### config.mk
export PLATFORM = sky130hd
export DESIGN_NAME = srse_top
export DESIGN_NICKNAME = d
export VERILOG_FILES = /design/src/srse_pkg.sv /design/src/srse_prio_if.sv /design/src/srse_prio.sv /design/src/srse_top.sv
export VERILOG_INCLUDE_DIRS = /design/src /design/src/src
export SDC_FILE = /design/constraint.sdc
export NUM_CORES = 1
export LEC_CHECK = 0
export BUFFER_PORTS_ARGS = -buffer_cell sky130_fd_sc_hd__buf_2
export CAP_MARGIN = 15
export CORE_AREA = 2 2 59 61
export CTS_BUF_LIST = sky130_fd_sc_hd__clkbuf_4 sky130_fd_sc_hd__clkbuf_8
export CTS_CLUSTER_SIZE = 10
export DETAILED_ROUTE_END_ITERATION = 12
export DIE_AREA = 0 0 61 63
export GPL_TIMING_DRIVEN = 0
export HOLD_SLACK_MARGIN = 0.08
export PLACE_DENSITY = 0.55
export SYNTH_ARGS = -nofsm -noshare
export SYNTH_HDL_FRONTEND = slang
export SYNTH_HIERARCHICAL = 1
export SYNTH_SLANG_ARGS = --single-unit
### constraint.sdc
create_clock -name clk_sys -period 1.96 [get_ports clk_sys]
set_input_delay 0.196 -clock clk_sys [delete_from_list [all_inputs] [get_ports clk_sys]]
set_output_delay 0.196 -clock clk_sys [all_outputs]
set_load 0.05 [all_outputs]
### src/srse_cfg.svh
// constants for the response status encoder: field codes, error source positions
// assumes it is included by bare name from the package only; the design modules use its macros without including it
// Summary of operation
// - alternative-status select chooses the alternative basic status mapping
// - alternative: 00 init, 01 normal, 10 self-test, 11 error; error outranks all
// - sensor data responses carry a detailed status field beside basic status
// - detailed status is 00 with normal data unless basic status is error
// - status snapshot is taken at select rising edge ending previous command
// - detailed 00: oscillator, channel fault, temperature; echo swapped, data unchanged
// - detailed 01: user otp, user memory, factory otp; echo zero, error code
// - detailed 10 test mode: echo zero, all-zero sensor data
// - supply fault unmuted: aux off from the fault on; zeros until timer expires, then error code
// - supply fault muted: zeros until timer expires, no error code afterwards
// - detailed 11: reset occurred, miso fault, command error; echo zero, error code
`ifndef SRSE_CFG_SVH
`define SRSE_CFG_SVH

`define SRSE_NSRC 11
`define SRSE_BS_INIT 2'h0
`define SRSE_BS_NORMAL 2'h1
`define SRSE_BS_SELFTEST 2'h2
`define SRSE_BS_ERROR 2'h3
`define SRSE_DS_NONE 2'h0
// bit index of each error source is its priority number minus one
`define SRSE_P_CMD_ERR 0
`define SRSE_P_MISO 1
`define SRSE_P_RESET 2
`define SRSE_P_SUPPLY 3
`define SRSE_P_TEST 4
`define SRSE_P_FOTP 5
`define SRSE_P_URW 6
`define SRSE_P_UOTP 7
`define SRSE_P_TEMP 8
`define SRSE_P_CHAN 9
`define SRSE_P_OSC 10
`define SRSE_ECHO_ZERO 4'h0
`define SRSE_ST_IDLE 4'h0

`endif

### src/srse_pkg.sv
// types shared by the response status encoder modules
// assumes srse_cfg.svh is on the include path
`include "srse_cfg.svh"

package srse_pkg;
   // what the sensor data field of the next data response carries
   typedef enum logic [1:0] {
      SRSE_DATA_PASS,
      SRSE_DATA_ERRCODE,
      SRSE_DATA_ZERO
   } srse_data_e;

   typedef logic [`SRSE_NSRC-1:0] srse_src_t;
endpackage : srse_pkg

### src/srse_prio_if.sv
// carrier between the top and the priority encoder
// assumes srse_pkg is compiled first
`timescale 1ns/1ps
`default_nettype none

interface srse_prio_if;
   srse_pkg::srse_src_t active;
   logic any;
   logic [3:0] index;
   modport req (output active, input any, input index);
   modport enc (input active, output any, output index);
endinterface : srse_prio_if

`default_nettype wire

### src/srse_prio.sv
// picks the active error source with the lowest priority number
// assumes a purely combinational use, index meaningful only while any is high
`timescale 1ns/1ps
`default_nettype none

module srse_prio (
   srse_prio_if.enc p
);
   function automatic logic [3:0] srse_lowest(input srse_pkg::srse_src_t v);
      logic [3:0] idx;
      idx = 4'h0;
      for (int i = `SRSE_NSRC - 1; i >= 0; i--) begin
         if (v[i]) begin
            idx = 4'(i);
         end
      end
      return idx;
   endfunction : srse_lowest

   assign p.index = srse_lowest(p.active);
   assign p.any = |p.active;
endmodule : srse_prio

`default_nettype wire

### src/srse_top.sv
// response status encoder: basic status, detailed status, echo and data substitution
// assumes error flags come from logic on clk_sys; only the select pin is asynchronous
`timescale 1ns/1ps
`default_nettype none

module srse_top #(
   parameter int NCH = 2
) (
   // clock and reset
   input wire logic clk_sys,
   input wire logic srst,
   // spi select pin, active low
   input wire logic sel_n,
   // configuration
   input wire logic alt_status_sel,
   input wire logic supply_fault_mute,
   // device state
   input wire logic init_done,
   input wire logic [NCH*4-1:0] selftest_ctrl,
   input wire logic [$clog2(NCH > 1 ? NCH : 2)-1:0] req_channel,
   input wire logic [3:0] cmd_nibble,
   // error sources
   input wire logic osc_train_err,
   input wire logic [NCH-1:0] offset_flag,
   input wire logic [NCH-1:0] clip_flag,
   input wire logic temp_err,
   input wire logic user_otp_err,
   input wire logic user_rw_err,
   input wire logic factory_otp_err,
   input wire logic test_active,
   input wire logic supply_fault,
   input wire logic supply_timer_expired,
   input wire logic reset_occurred,
   input wire logic miso_fault,
   input wire logic spi_cmd_err,
   // encoded response fields
   output logic [1:0] basic_status,
   output logic [1:0] detailed_status,
   output logic [3:0] echo_field,
   output var srse_pkg::srse_data_e data_mode,
   output logic aux_mode_output_en,
   output logic snap_strobe
);
   // the channel select and the self-test vector serve one to four channels only
   if (NCH < 1 || NCH > 4) begin : g_bad_nch
      $error("srse_top: NCH must be 1 to 4");
   end

   // echo carries the command source id rotated: C[0] first, then C[3:1]
   function automatic logic [3:0] srse_echo_rot(input logic [3:0] c);
      return {c[0], c[3:1]};
   endfunction : srse_echo_rot

   ////////////////////////////////////////////////////////////////////////////
   // select pin synchroniser and rising edge
   logic sel_meta_r;
   logic sel_sync_r;
   logic sel_last_r;
   wire sel_rise;

   // flops reset to the idle high level so a reset release never looks like a rise
   always_ff @(posedge clk_sys) begin
      if (srst) begin
         sel_meta_r <= 1'b1;
         sel_sync_r <= 1'b1;
         sel_last_r <= 1'b1;
      end else begin
         sel_meta_r <= sel_n;
         sel_sync_r <= sel_meta_r;
         sel_last_r <= sel_sync_r;
      end
   end

   assign sel_rise = sel_sync_r & ~sel_last_r;

   ////////////////////////////////////////////////////////////////////////////
   // error source vector, index is priority minus one
   srse_prio_if pif ();
   wire [3:0] st_assoc;
   wire st_any_chan;
   wire chan_fault;
   wire self_test;

   // per-channel self-test activity, used by the standard mapping
   wire [NCH-1:0] st_chan_on;

   for (genvar g = 0; g < NCH; g++) begin : g_st_chan
      assign st_chan_on[g] = (selftest_ctrl[g*4 +: 4] != `SRSE_ST_IDLE);
   end

   assign st_assoc = selftest_ctrl[req_channel * 4 +: 4];
   assign st_any_chan = |st_chan_on;
   // clip only counts as a channel fault under the standard mapping
   assign chan_fault = (|offset_flag) | (~alt_status_sel & (|clip_flag));

   assign pif.active[`SRSE_P_OSC] = osc_train_err;
   assign pif.active[`SRSE_P_CHAN] = chan_fault;
   assign pif.active[`SRSE_P_TEMP] = temp_err;
   assign pif.active[`SRSE_P_UOTP] = user_otp_err;
   assign pif.active[`SRSE_P_URW] = user_rw_err;
   assign pif.active[`SRSE_P_FOTP] = factory_otp_err;
   assign pif.active[`SRSE_P_TEST] = test_active;
   assign pif.active[`SRSE_P_SUPPLY] = supply_fault;
   assign pif.active[`SRSE_P_RESET] = reset_occurred;
   assign pif.active[`SRSE_P_MISO] = miso_fault;
   assign pif.active[`SRSE_P_CMD_ERR] = spi_cmd_err;

   srse_prio u_prio (
      .p(pif.enc)
   );

   ////////////////////////////////////////////////////////////////////////////
   // basic status
   wire [1:0] bs_nxt;

   assign self_test = alt_status_sel ? (st_assoc != `SRSE_ST_IDLE) : st_any_chan;
   // error, self-test, init, normal in that order
   assign bs_nxt = pif.any ? `SRSE_BS_ERROR :
                   self_test ? `SRSE_BS_SELFTEST :
                   !init_done ? `SRSE_BS_INIT : `SRSE_BS_NORMAL;

   ////////////////////////////////////////////////////////////////////////////
   // detailed status, echo and data field from the winning source
   logic [1:0] ds_nxt;
   logic [3:0] echo_nxt;
   srse_pkg::srse_data_e dm_nxt;
   wire [3:0] win;
   wire [3:0] echo_swap;

   assign win = pif.index;
   assign echo_swap = srse_echo_rot(cmd_nibble);

   always_comb begin
      // no error: zero detail, real data
      ds_nxt = `SRSE_DS_NONE;
      echo_nxt = echo_swap;
      dm_nxt = srse_pkg::SRSE_DATA_PASS;
      if (pif.any) begin
         echo_nxt = `SRSE_ECHO_ZERO;
         case (win)
            4'(`SRSE_P_OSC), 4'(`SRSE_P_CHAN), 4'(`SRSE_P_TEMP): begin
               ds_nxt = 2'h0;
               echo_nxt = echo_swap;
            end
            4'(`SRSE_P_UOTP), 4'(`SRSE_P_URW), 4'(`SRSE_P_FOTP): begin
               ds_nxt = 2'h1;
               dm_nxt = srse_pkg::SRSE_DATA_ERRCODE;
            end
            4'(`SRSE_P_TEST): begin
               ds_nxt = 2'h2;
               dm_nxt = srse_pkg::SRSE_DATA_ZERO;
            end
            4'(`SRSE_P_SUPPLY): begin
               ds_nxt = 2'h2;
               if (!supply_timer_expired) begin
                  dm_nxt = srse_pkg::SRSE_DATA_ZERO;
               end else if (!supply_fault_mute) begin
                  dm_nxt = srse_pkg::SRSE_DATA_ERRCODE;
               end else begin
                  dm_nxt = srse_pkg::SRSE_DATA_PASS;
               end
            end
            4'(`SRSE_P_RESET), 4'(`SRSE_P_MISO), 4'(`SRSE_P_CMD_ERR): begin
               ds_nxt = 2'h3;
               dm_nxt = srse_pkg::SRSE_DATA_ERRCODE;
            end
            default: begin
               ds_nxt = `SRSE_DS_NONE;
            end
         endcase
      end
   end

   ////////////////////////////////////////////////////////////////////////////
   // snapshot registers plus the aux and strobe flops, all outputs come from here
   logic [1:0] bs_r;
   logic [1:0] ds_r;
   logic [3:0] echo_r;
   srse_pkg::srse_data_e dm_r;
   logic aux_r;
   logic strobe_r;

   always_ff @(posedge clk_sys) begin
      if (srst) begin
         bs_r <= `SRSE_BS_INIT;
         ds_r <= `SRSE_DS_NONE;
         echo_r <= `SRSE_ECHO_ZERO;
         dm_r <= srse_pkg::SRSE_DATA_PASS;
         aux_r <= 1'b1;
         strobe_r <= 1'b0;
      end else begin
         strobe_r <= sel_rise;
         if (sel_rise) begin
            bs_r <= bs_nxt;
            ds_r <= ds_nxt;
            echo_r <= echo_nxt;
            dm_r <= dm_nxt;
         end
         // aux output off on unmuted supply fault
         aux_r <= ~(supply_fault & ~supply_fault_mute);
      end
   end

   assign basic_status = bs_r;
   assign detailed_status = ds_r;
   assign echo_field = echo_r;
   assign data_mode = dm_r;
   assign aux_mode_output_en = aux_r;
   assign snap_strobe = strobe_r;
endmodule : srse_top

`default_nettype wire

==> results of run 1 <==
[cells by family after synthesis]
logic type / Yosys count
AOI/OAI and AO/OA: 20
and+or+nand+nor: 50
DFF: 15
buffers and inverters: 6
muxes: 1
[flip-flops by register name, summed over array words and instances (netlist names)]
signal	cells
sel_sync_r	1
echo_field	4
sel_last_r	1
sel_meta_r	1
data_mode	2
detailed_status	2
aux_mode_output_en	1
basic_status	2
snap_strobe	1
[critical path, stage by stage]
cell	delay [ns]
buf_2	0.11
o21ai_0	0.28
nand2b_1	0.09
a221o_1	0.31
a221oi_2	0.32
and2_1	0.20
o21ai_2	0.09
nand3_1	0.10
a21oi_1	0.07
[cell type report]
| type | count | area (um2) | share of cell area (%) |
|---|---|---|---|
| Timing Repair Buffer | 46 | 235 | 22.0 |
| Clock inverter | 1 | 7.51 | 0.703 |
| Buffer | 3 | 16.3 | 1.52 |
| Sequential cell | 15 | 300 | 28.1 |
| Clock buffer | 3 | 22.5 | 2.11 |
| Tap cell | 46 | 57.6 | 5.39 |
| Inverter | 3 | 11.3 | 1.06 |
| Multi-Input combinational cell | 71 | 417 | 39.0 |
[worst paths after layout]
| check | depth (start not counted) | slack [ns] | endpoint |
|---|---|---|---|
| worst max-delay path | 9 | 0.34 | echo_field[1] |
| worst min-delay path | 2 | 0.11 | aux_mode_output_en |
| worst max register to register | 4 | 0.88 | basic_status[0] |
| worst min register to register | 1 | 0.42 | sel_sync_r |
[cell usage in the layout (no fill, tap or decap), types with 2 or more instances in the layout]
cell type and instances:
o21ai_0 2, nor3_1 2, nor4_1 3, clkbuf_4 3, nand2_1 9, nor2b_1 2
nand2b_1 3, or2_2 3, nor2_1 13, nand3_1 4, buf_2 46, dfxtp_1 15
and2_1 2, nor3b_1 2, nand3b_1 2, inv_1 3, a21oi_1 9
[metrics by stage]
stage	utilization, %	cells	hold slack (ns)	setup WS [ns]	area (um2)
finish	33.0	188	0.106	0.340	1070
global route	33.0	188	0.106	0.168	1070
CTS	33.0	188	0.105	0.320	1070
detailed placement	31.8	183	0.382	0.0145	1030
global placement	31.8	183	0.378	0.0580	1030
floorplan	-	92	0.275	0.316	744
[where the power goes]
group	switching (W)	internal, W
Sequential	0.00000261	0.000312
Combinational	0.0000598	0.0000473
Clock	0.000113	0.0000775
[what timing repair did]
| action | in CTS | in global routing |
|---|---|---|
| hold endpoints to repair | 1 | 0 |
| setup endpoints to repair | 0 | 0 |
| hold buffers | 1 | 0 |
[layer usage]
layer / vias to the layer above / share of wire, % / track usage, %
met4: 0 / 0.63 / 3.53
li1: 428 / - / -
met5: - / 0 / 0
met1: 369 / 42 / 12.7
met2: 17 / 52 / 18.0
met3: 2 / 5.1 / 3.93
==> metrics.txt, run 1 <==
CTS-repair resized insts=0; layout-stage area growth over the synthesis result=43.4%; synthesized-area fraction occupied by and/or/nand/nor cells=36.6%; number of placement rows=21; filler cell count=355; total CTS buffers=3; complex-gate fraction of the synthesized area=18.0%; first-pass iteration count of the detailed router=4; total nets after synthesis=126; area share of the leading cell type in the synthesized netlist=40.3%; Wirelength per Cell=10.1 um; Mapped Avg Cell Area=8.09 um2; Routed WL=1890 um; Num Clock Sinks=15; Final GP Congestion=0.750; I/O pin count=46; number of enable flip-flop cells after synthesis=0; total power density per cell area=573 nW/um2; headroom to the max-slew limit=67.1%; worst-case vdd ir drop=281 uV; RSZ-0062 raised after global routing=no; library cell with the largest summed area after synthesis=dfxtp_1; Static Leak=0.458 nW; final HPWL from detailed placement=1580 um; htree depth=1; Core ar.=3230 um2; number of maximum-capacitance constraint violations=0; time the worst path needs with I/O delays and setup=1.62 ns; first-pass GRT wire length=3220 um; global route total overflow=0; vertical die dimension=63 um; setup TNS=0 ns; number of max-slew violations in the final report=0; outcome=finished clean; maximum number of pins on one net before global-route repair=11; Die Wd=61 um; via/cell ratio=4.34; antenna violations before repair=0; clock transition at the registers of the reported paths=0.11 ns; type of destination of the critical path=register; Total Power=0.000612 W; remaining number of nets flagged by the antenna check after routing=0; starting density of the core=23.0%; Cells after Synth=92; Root Buffer=clkbuf_4; combinational family with the most area after synthesis=simple AND/OR/NAND/NOR gates; number of global-route vias before repair=768; clock latency of the later-clocked register in the worst-skew pair=0.29 ns; sequential element share of the synthesized area=40.3%; peak clock frequency supported by timing=0.617 GHz; final number of hold-violating endpoints=0; path class of the lowest-slack min-delay path=primary input to register; Nets=177; drt first-iter violations=25; reg-to-reg startpoint=sel_sync_r; Total Die Area=3840 um2; Critical Setup Path Class=primary input to register; startpoint class of the critical path=primary input; data required time of the critical path=2.11 ns; DRC errors left=0; final worst clock skew=0.0151 ns; crit path launch=alt_status_sel; warnings from Yosys=6; Cell Area, Synth=744 um2; via count of the routed design=816; most used flip-flop cell after synthesis=dfxtp_1; Synth top cells by count=dfxtp_1 (15), nor2_1 (13), a21oi_1 (9), nand2_1 (9), nand3_1 (4); post-synth cell types=33; clock tree from TritonCTS=done; most used standard cell by instance count after synthesis=dfxtp_1; number of I/O port buffers=45; CTS Buffer Depth=2; largest cells by area after synthesis=dfxtp_1 (40%), nor2_1 (6.6%), a21oi_1 (6.1%), nand2_1 (4.5%), nand3_1 (2.7%); WP data arrival=1.77 ns; synthesized-area fraction occupied by xor and xnor cells=0%; combined global-route utilization of all metal layers=10.9%; share of flip-flops with an asynchronous set or reset=0%; final critical-path share of the clock period=82.6%; count of antenna diodes in the layout=0; Hold Crit Start=supply_fault_mute; arithmetic-cell share of the synthesized area counting full adders, half adders and majority gates=0%; maximum net fanout on the critical path=4; proportion of synthesized area in mux cells=1.34%; count of buffers added by post-CTS timing repair for setup=0; share of layout cells above drive strength 1=41.5%; final setup violating endpoints=0; Slew @ Worst Pin=0.494 ns; post-synthesis register bit count=15
(Power assumes the default switching activity.)
==> inputs of run 2 (changes only) <==
- ABC_AREA: unset -> 1
- CORE_AREA: 2 2 59 61 -> 2 2 63 65
- DIE_AREA: 0 0 61 63 -> 0 0 65 67
- PLACE_DENSITY: 0.55 -> 0.53
- clock period: 1.96 -> 1.5 ns (I/O delays scaled with it)
==> metrics.txt, run 2 <==
peak clock frequency supported by timing=0.729 GHz; post-synth cell types=23; clock tree from TritonCTS=done; Critical Setup Path Class=primary input to register; maximum net fanout on the critical path=4; number of global-route vias before repair=804; time the worst path needs with I/O delays and setup=1.37 ns; total CTS buffers=3; final number of hold-violating endpoints=0; first-pass GRT wire length=3200 um; CTS Buffer Depth=2; total power density per cell area=747 nW/um2; Post-Place Worst Slack=-0.152 ns; layout-stage area growth over the synthesis result=43.5%; final setup violating endpoints=0; Die Wd=65 um; slowest stage delay, CP=0.32 ns; via count of the routed design=891; sequential element share of the synthesized area=35.2%; post-synthesis register bit count=15; number of I/O port buffers=44; largest cells by area after synthesis=dfxtp_1 (35%), nand2_1 (16%), inv_1 (6.2%), nor2_1 (5.7%), nand3_1 (4.7%); number of enable flip-flop cells after synthesis=0; Nets=211; path class of the lowest-slack min-delay path=primary input to register; htree depth=1; WP data arrival=1.50 ns; Final GP Congestion=0.684; global route total overflow=0; Slew @ Worst Pin=0.411 ns; drt first-iter violations=26; outcome=finished clean; worst hold slack after final layout=0.113 ns; Setup WS post-layout=0.128 ns; startpoint class of the critical path=primary input; most used flip-flop cell after synthesis=dfxtp_1; cell with the biggest individual delay on the critical path=nor3_2; share of layout cells above drive strength 1=47.2%; top library cells by usage in the layout, fill and taps aside=buf_2 (45), nand2_1 (33), dfxtp_1 (15); data required time of the critical path=1.63 ns; flip-flop count of the largest register after layout=4; number of maximum-capacitance constraint violations=0; type of destination of the critical path=register; Routed WL=1870 um; Synth top cells by count=nand2_1 (36), dfxtp_1 (15), inv_1 (14); count of antenna diodes in the layout=0; final critical-path share of the clock period=91.5%; library cell with the largest summed area after synthesis=dfxtp_1; most used standard cell by instance count after synthesis=nand2_1; remaining number of nets flagged by the antenna check after routing=0; total nets after synthesis=161; combined global-route utilization of all metal layers=9.26%; antenna violations before repair=0; ordered cell list for the critical path=buf_2, or2_4, nor3_4, inv_2, nor3_2, nor2_1, nand2_1, nand3_1, nand2_1, a21oi_2; Total Die Area=4360 um2; Cell Area, Synth=852 um2; cell seen most often among critical-path stages=nand2_1; Total Power=0.000913 W; starting density of the core=23.6%; first-pass iteration count of the detailed router=4; final worst clock skew=0.00281 ns; Core ar.=3610 um2; final HPWL from detailed placement=1590 um; via/cell ratio=3.98; Mapped Avg Cell Area=6.71 um2; maximum number of pins on one net before global-route repair=11; clock latency of the later-clocked register in the worst-skew pair=0.24 ns; share of flip-flops with an asynchronous set or reset=0%; Num Clock Sinks=15; vertical die dimension=67 um; count of buffers added by post-CTS timing repair for setup=0; Wirelength per Cell=8.35 um; number of max-slew violations in the final report=0; clock transition at the registers of the reported paths=0.06 ns; headroom to the max-slew limit=72.5%; Static Leak=0.613 nW; DRC errors left=0; worst-case vdd ir drop=457 uV; RSZ-0062 raised after global routing=no; number of placement rows=22; Cells after Synth=127; most common cell after layout, fill and taps aside=buf_2; Root Buffer=clkbuf_8; I/O pin count=46; area share of the leading cell type in the synthesized netlist=35.2%; post-layout utilization of the core=33.9%; warnings from Yosys=6
run 2: changes by cell type after synthesis, moves of 2 or more:
| cell | delta |
|---|---|
| nand2_1 | +27 |
| inv_1 | +11 |
| inv_2 | +6 |
| a21oi_2 | +4 |
| nand3_1 | +4 |
| o21ai_1 | +4 |
| a21oi_1 | -3 |
| nand2b_1 | -3 |
| nor2_2 | +3 |
| nor4_1 | -3 |
| and2_1 | -2 |
| nor2_4 | +2 |
| nor2b_1 | -2 |
| nor3b_1 | -2 |
run 2: cell type report:
type	count	area, um2
buffer	2	16.3
clock buffer	3	41.3
clock inverter	1	5.00
fill	397	2380
inverter	20	75.1
multi-input combinational	90	494
sequential	15	300
tap	48	60.1
timing repair buffer	45	230
run 2: path summary, 6_finish.rpt:
path,depth (start not counted),startpoint,slack (ns),end
worst min-delay path,2,supply_fault_mute,0.11,aux_mode_output_en
worst max register to register,7,sel_sync_r,0.50,basic_status[1]
worst min register to register,1,sel_meta_r,0.41,sel_sync_r
worst max-delay path,10,miso_fault,0.13,data_mode[0]
run 2: where the power goes:
group	internal, W	switching [W]
clock network	0.000183	0.000130
registers	0.000412	0.00000549
logic	0.0000718	0.000111
run 2: what timing repair did:
item / CTS / global route
endpoints found under the hold margin: 0 / 1
resized for setup: 0 / 12
endpoints found under the setup margin: 0 / 10
hold buffers: 0 / 1
run 2: logic make-up (layout without fill, tap and decap cells):
kind of cell	count (synthesis)	in the layout	share of synthesized area [%]
and+or+nand+nor	72	72	41.6
buffers and inverters	22	71	10.7
DFF	15	15	35.2
AOI/OAI and AO/OA	18	18	12.5
run 2: critical path, delay by kind of cell:
kind	cells	cell delay, ns
buf+inv	2	0.16
simple gates	7	1.12
compound gates	1	0.05
run 2: metrics by stage:
stage	TNS, ns	area (um2)	instances
after global routing	0	1220	224
after CTS	0	1180	223
after floorplan	0	852	127
after detailed placement	-1.22	1130	219
after global placement	-1.24	1130	219
final	0	1220	224
run 2: routing by layer:
layer,vias to the layer above,track usage [%],wire (um)
met4,0,2.39,15
met1,364,10.9,886
li1,496,-,-
met3,2,3.38,163
met5,-,0,0
met2,29,15.9,806
==> inputs of run 3 (changes only) <==
- PLACE_DENSITY: 0.53 -> 0.55
- clock period: 1.5 -> 1.2 ns (I/O delays scaled with it)
==> metrics.txt, run 3 (synthesized netlist as in run 2, its figures left out) <==
outcome=complete, but fails checks; violated checks=negative setup slack; combined global-route utilization of all metal layers=9.83%; number of I/O port buffers=44; headroom to the max-slew limit=78.5%; clock latency of the later-clocked register in the worst-skew pair=0.24 ns; wire length on met3=135 um; area taken by flip-flops and latches=300 um2; Total Power=0.00119 W; Static Leak=0.632 nW; crit path launch=spi_cmd_err; flip-flop count of the largest register after layout=4; RSZ-0062 raised after global routing=yes; worst hold slack after final layout=0.0876 ns; ordered cell list for the critical path=buf_2, or2_4, nor3_4, inv_2, nor2_2, inv_2, nor2_1, nand2_1, nand2_1, nand3_2, a21oi_2; final worst clock skew=0.00261 ns; data required time of the critical path=1.38 ns; maximum net fanout on the critical path=3; uppermost layer routed=met4; final critical-path share of the clock period=101%; count of antenna diodes in the layout=0; htree depth=1; via/cell ratio=4.08; Routed WL=2000 um; number of global-route vias before repair=868; Num Clock Sinks=15; fraction of power consumed by combinational cells=20.8%; Final Cell Area=1300 um2; Net Switching=0.000317 W; Setup crit end=detailed_status[0]; Worst R2R Path Depth=7; filler cell count=408; final setup violating endpoints=1; family with the most delay on the worst path=simple AND/OR/NAND/NOR gates; final HPWL from detailed placement=1610 um; number of cells on the critical path=11; total CTS buffers=3; type of destination of the critical path=register; layout-stage area growth over the synthesis result=52.1%; Nets=213; time the worst path needs with I/O delays and setup=1.21 ns; top library cells by usage in the layout, fill and taps aside=buf_2 (43), nand2_1 (33), dfxtp_1 (15); final number of hold-violating endpoints=0; worst reg2reg endpoint=basic_status[1]; Critical Setup Path Class=primary input to register; antenna violations before repair=0; peak clock frequency supported by timing=0.828 GHz; starting density of the core=23.6%; first-pass GRT wire length=3420 um; WP data arrival=1.39 ns; Slew @ Worst Pin=0.321 ns; slowest stage delay, CP=0.24 ns; met2 wire len=947 um; Die Wd=65 um; number of max-slew violations in the final report=0; vertical die dimension=67 um; internal power consumption=0.000871 W; drt first-iter violations=17; setup TNS=-0.00832 ns; share of layout cells above drive strength 1=50.6%; Register-to-Register Setup Slack=0.19 ns; clock transition at the registers of the reported paths=0.06 ns; Root Buffer=clkbuf_8; global route total overflow=0; register share of total power=43.9%; number of placement rows=22; DRC errors left=0; startpoint class of the critical path=primary input; clock tree from TritonCTS=done; Net Sw Frac=26.7%; via count of the routed design=922; Setup WS post-layout=-0.00832 ns; worst-case vdd ir drop=540 uV; Final GP Congestion=0.751; first-pass iteration count of the detailed router=4; maximum number of pins on one net before global-route repair=11; reg-to-reg startpoint=sel_sync_r; cell with the biggest individual delay on the critical path=or2_4; Wirelength per Cell=8.85 um; remaining number of nets flagged by the antenna check after routing=0; Total Die Area=4360 um2; CTS Buffer Depth=2; post-layout utilization of the core=35.9%; area taken by multi-input logic gates=531 um2; clock network fraction of design power=35.3%; path class of the lowest-slack min-delay path=primary input to register; Core ar.=3610 um2; buffers plus inverters on the worst setup path=3; number of maximum-capacitance constraint violations=0; total power density per cell area=917 nW/um2; most common cell after layout, fill and taps aside=buf_2; I/O pin count=46; Post-DP Area=1170 um2; routed metal-1 wire length=912 um
-- run 3: cell count changes in the layout (fill, tap and decap cells not counted), moves of 2 or more --
cell     delta
nand3_2     +2
nand3_1     -2
buf_6       +2
buf_2       -2
buf_4       +2
-- run 3: power groups by stage --
stage / sequential (W) / clock [W] / combinational, W
after floorplan: 0.000574 / 0 / 0.0000977
after global placement: 0.000532 / 0 / 0.000226
after detailed placement: 0.000532 / 0 / 0.000228
after CTS: 0.000521 / 0.000435 / 0.000248
after global routing: 0.000522 / 0.000461 / 0.000274
final: 0.000521 / 0.000419 / 0.000247
-- run 3: per-layer routing --
layer	GRT usage, %	vias to the layer above
met5	0	-
met4	0.798	0
met3	3.72	2
met2	17.9	21
met1	11.3	400
li1	-	499
-- run 3: worst min path at each step --
stage          slack, ns  depth (start not counted)         startpoint            endpoint
2_1_floorplan       0.20                          1       supply_fault  aux_mode_output_en
3_3_place_gp        0.31                          2              sel_n          sel_meta_r
3_5_place_dp        0.31                          2              sel_n          sel_meta_r
4_1_cts             0.08                          2  supply_fault_mute  aux_mode_output_en
5_1_grt             0.09                          2  supply_fault_mute  aux_mode_output_en
6_report            0.09                          2  supply_fault_mute  aux_mode_output_en
-- run 3: area by class of cell --
class / instances / share of cell area, %
clock buffers: 4 / 3.76
multi-input cells: 90 / 40.9
flip-flops and latches: 15 / 23.2
plain buffers: 2 / 1.25
repair buffers: 47 / 19.9
inverters: 20 / 6.37
well taps: 48 / 4.63
-- run 3: worst reg2reg max path, stage by stage, from the launching register on --
cell	delay (ns)
dfxtp_1	0.32
inv_2	0.05
nor2_4	0.16
inv_2	0.10
nor2_1	0.10
nand3_1	0.09
nand2_1	0.07
inv_1	0.03
-- run 3: what timing repair did --
action,CTS,global route
gates cloned,0,0
buffers inserted,2,0
hold buffers,1,0
hold endpoints to repair,1,0
gates resized for setup,11,2
pin swaps,10,5
endpoints found under the setup margin,10,10
-- run 3: through the flow --
stage	instances	setup WS, ns
after floorplan	127	-0.0568
after global placement	219	-0.352
after detailed placement	219	-0.370
after CTS	226	-0.0166
after global routing	226	-0.146
final	226	-0.00832
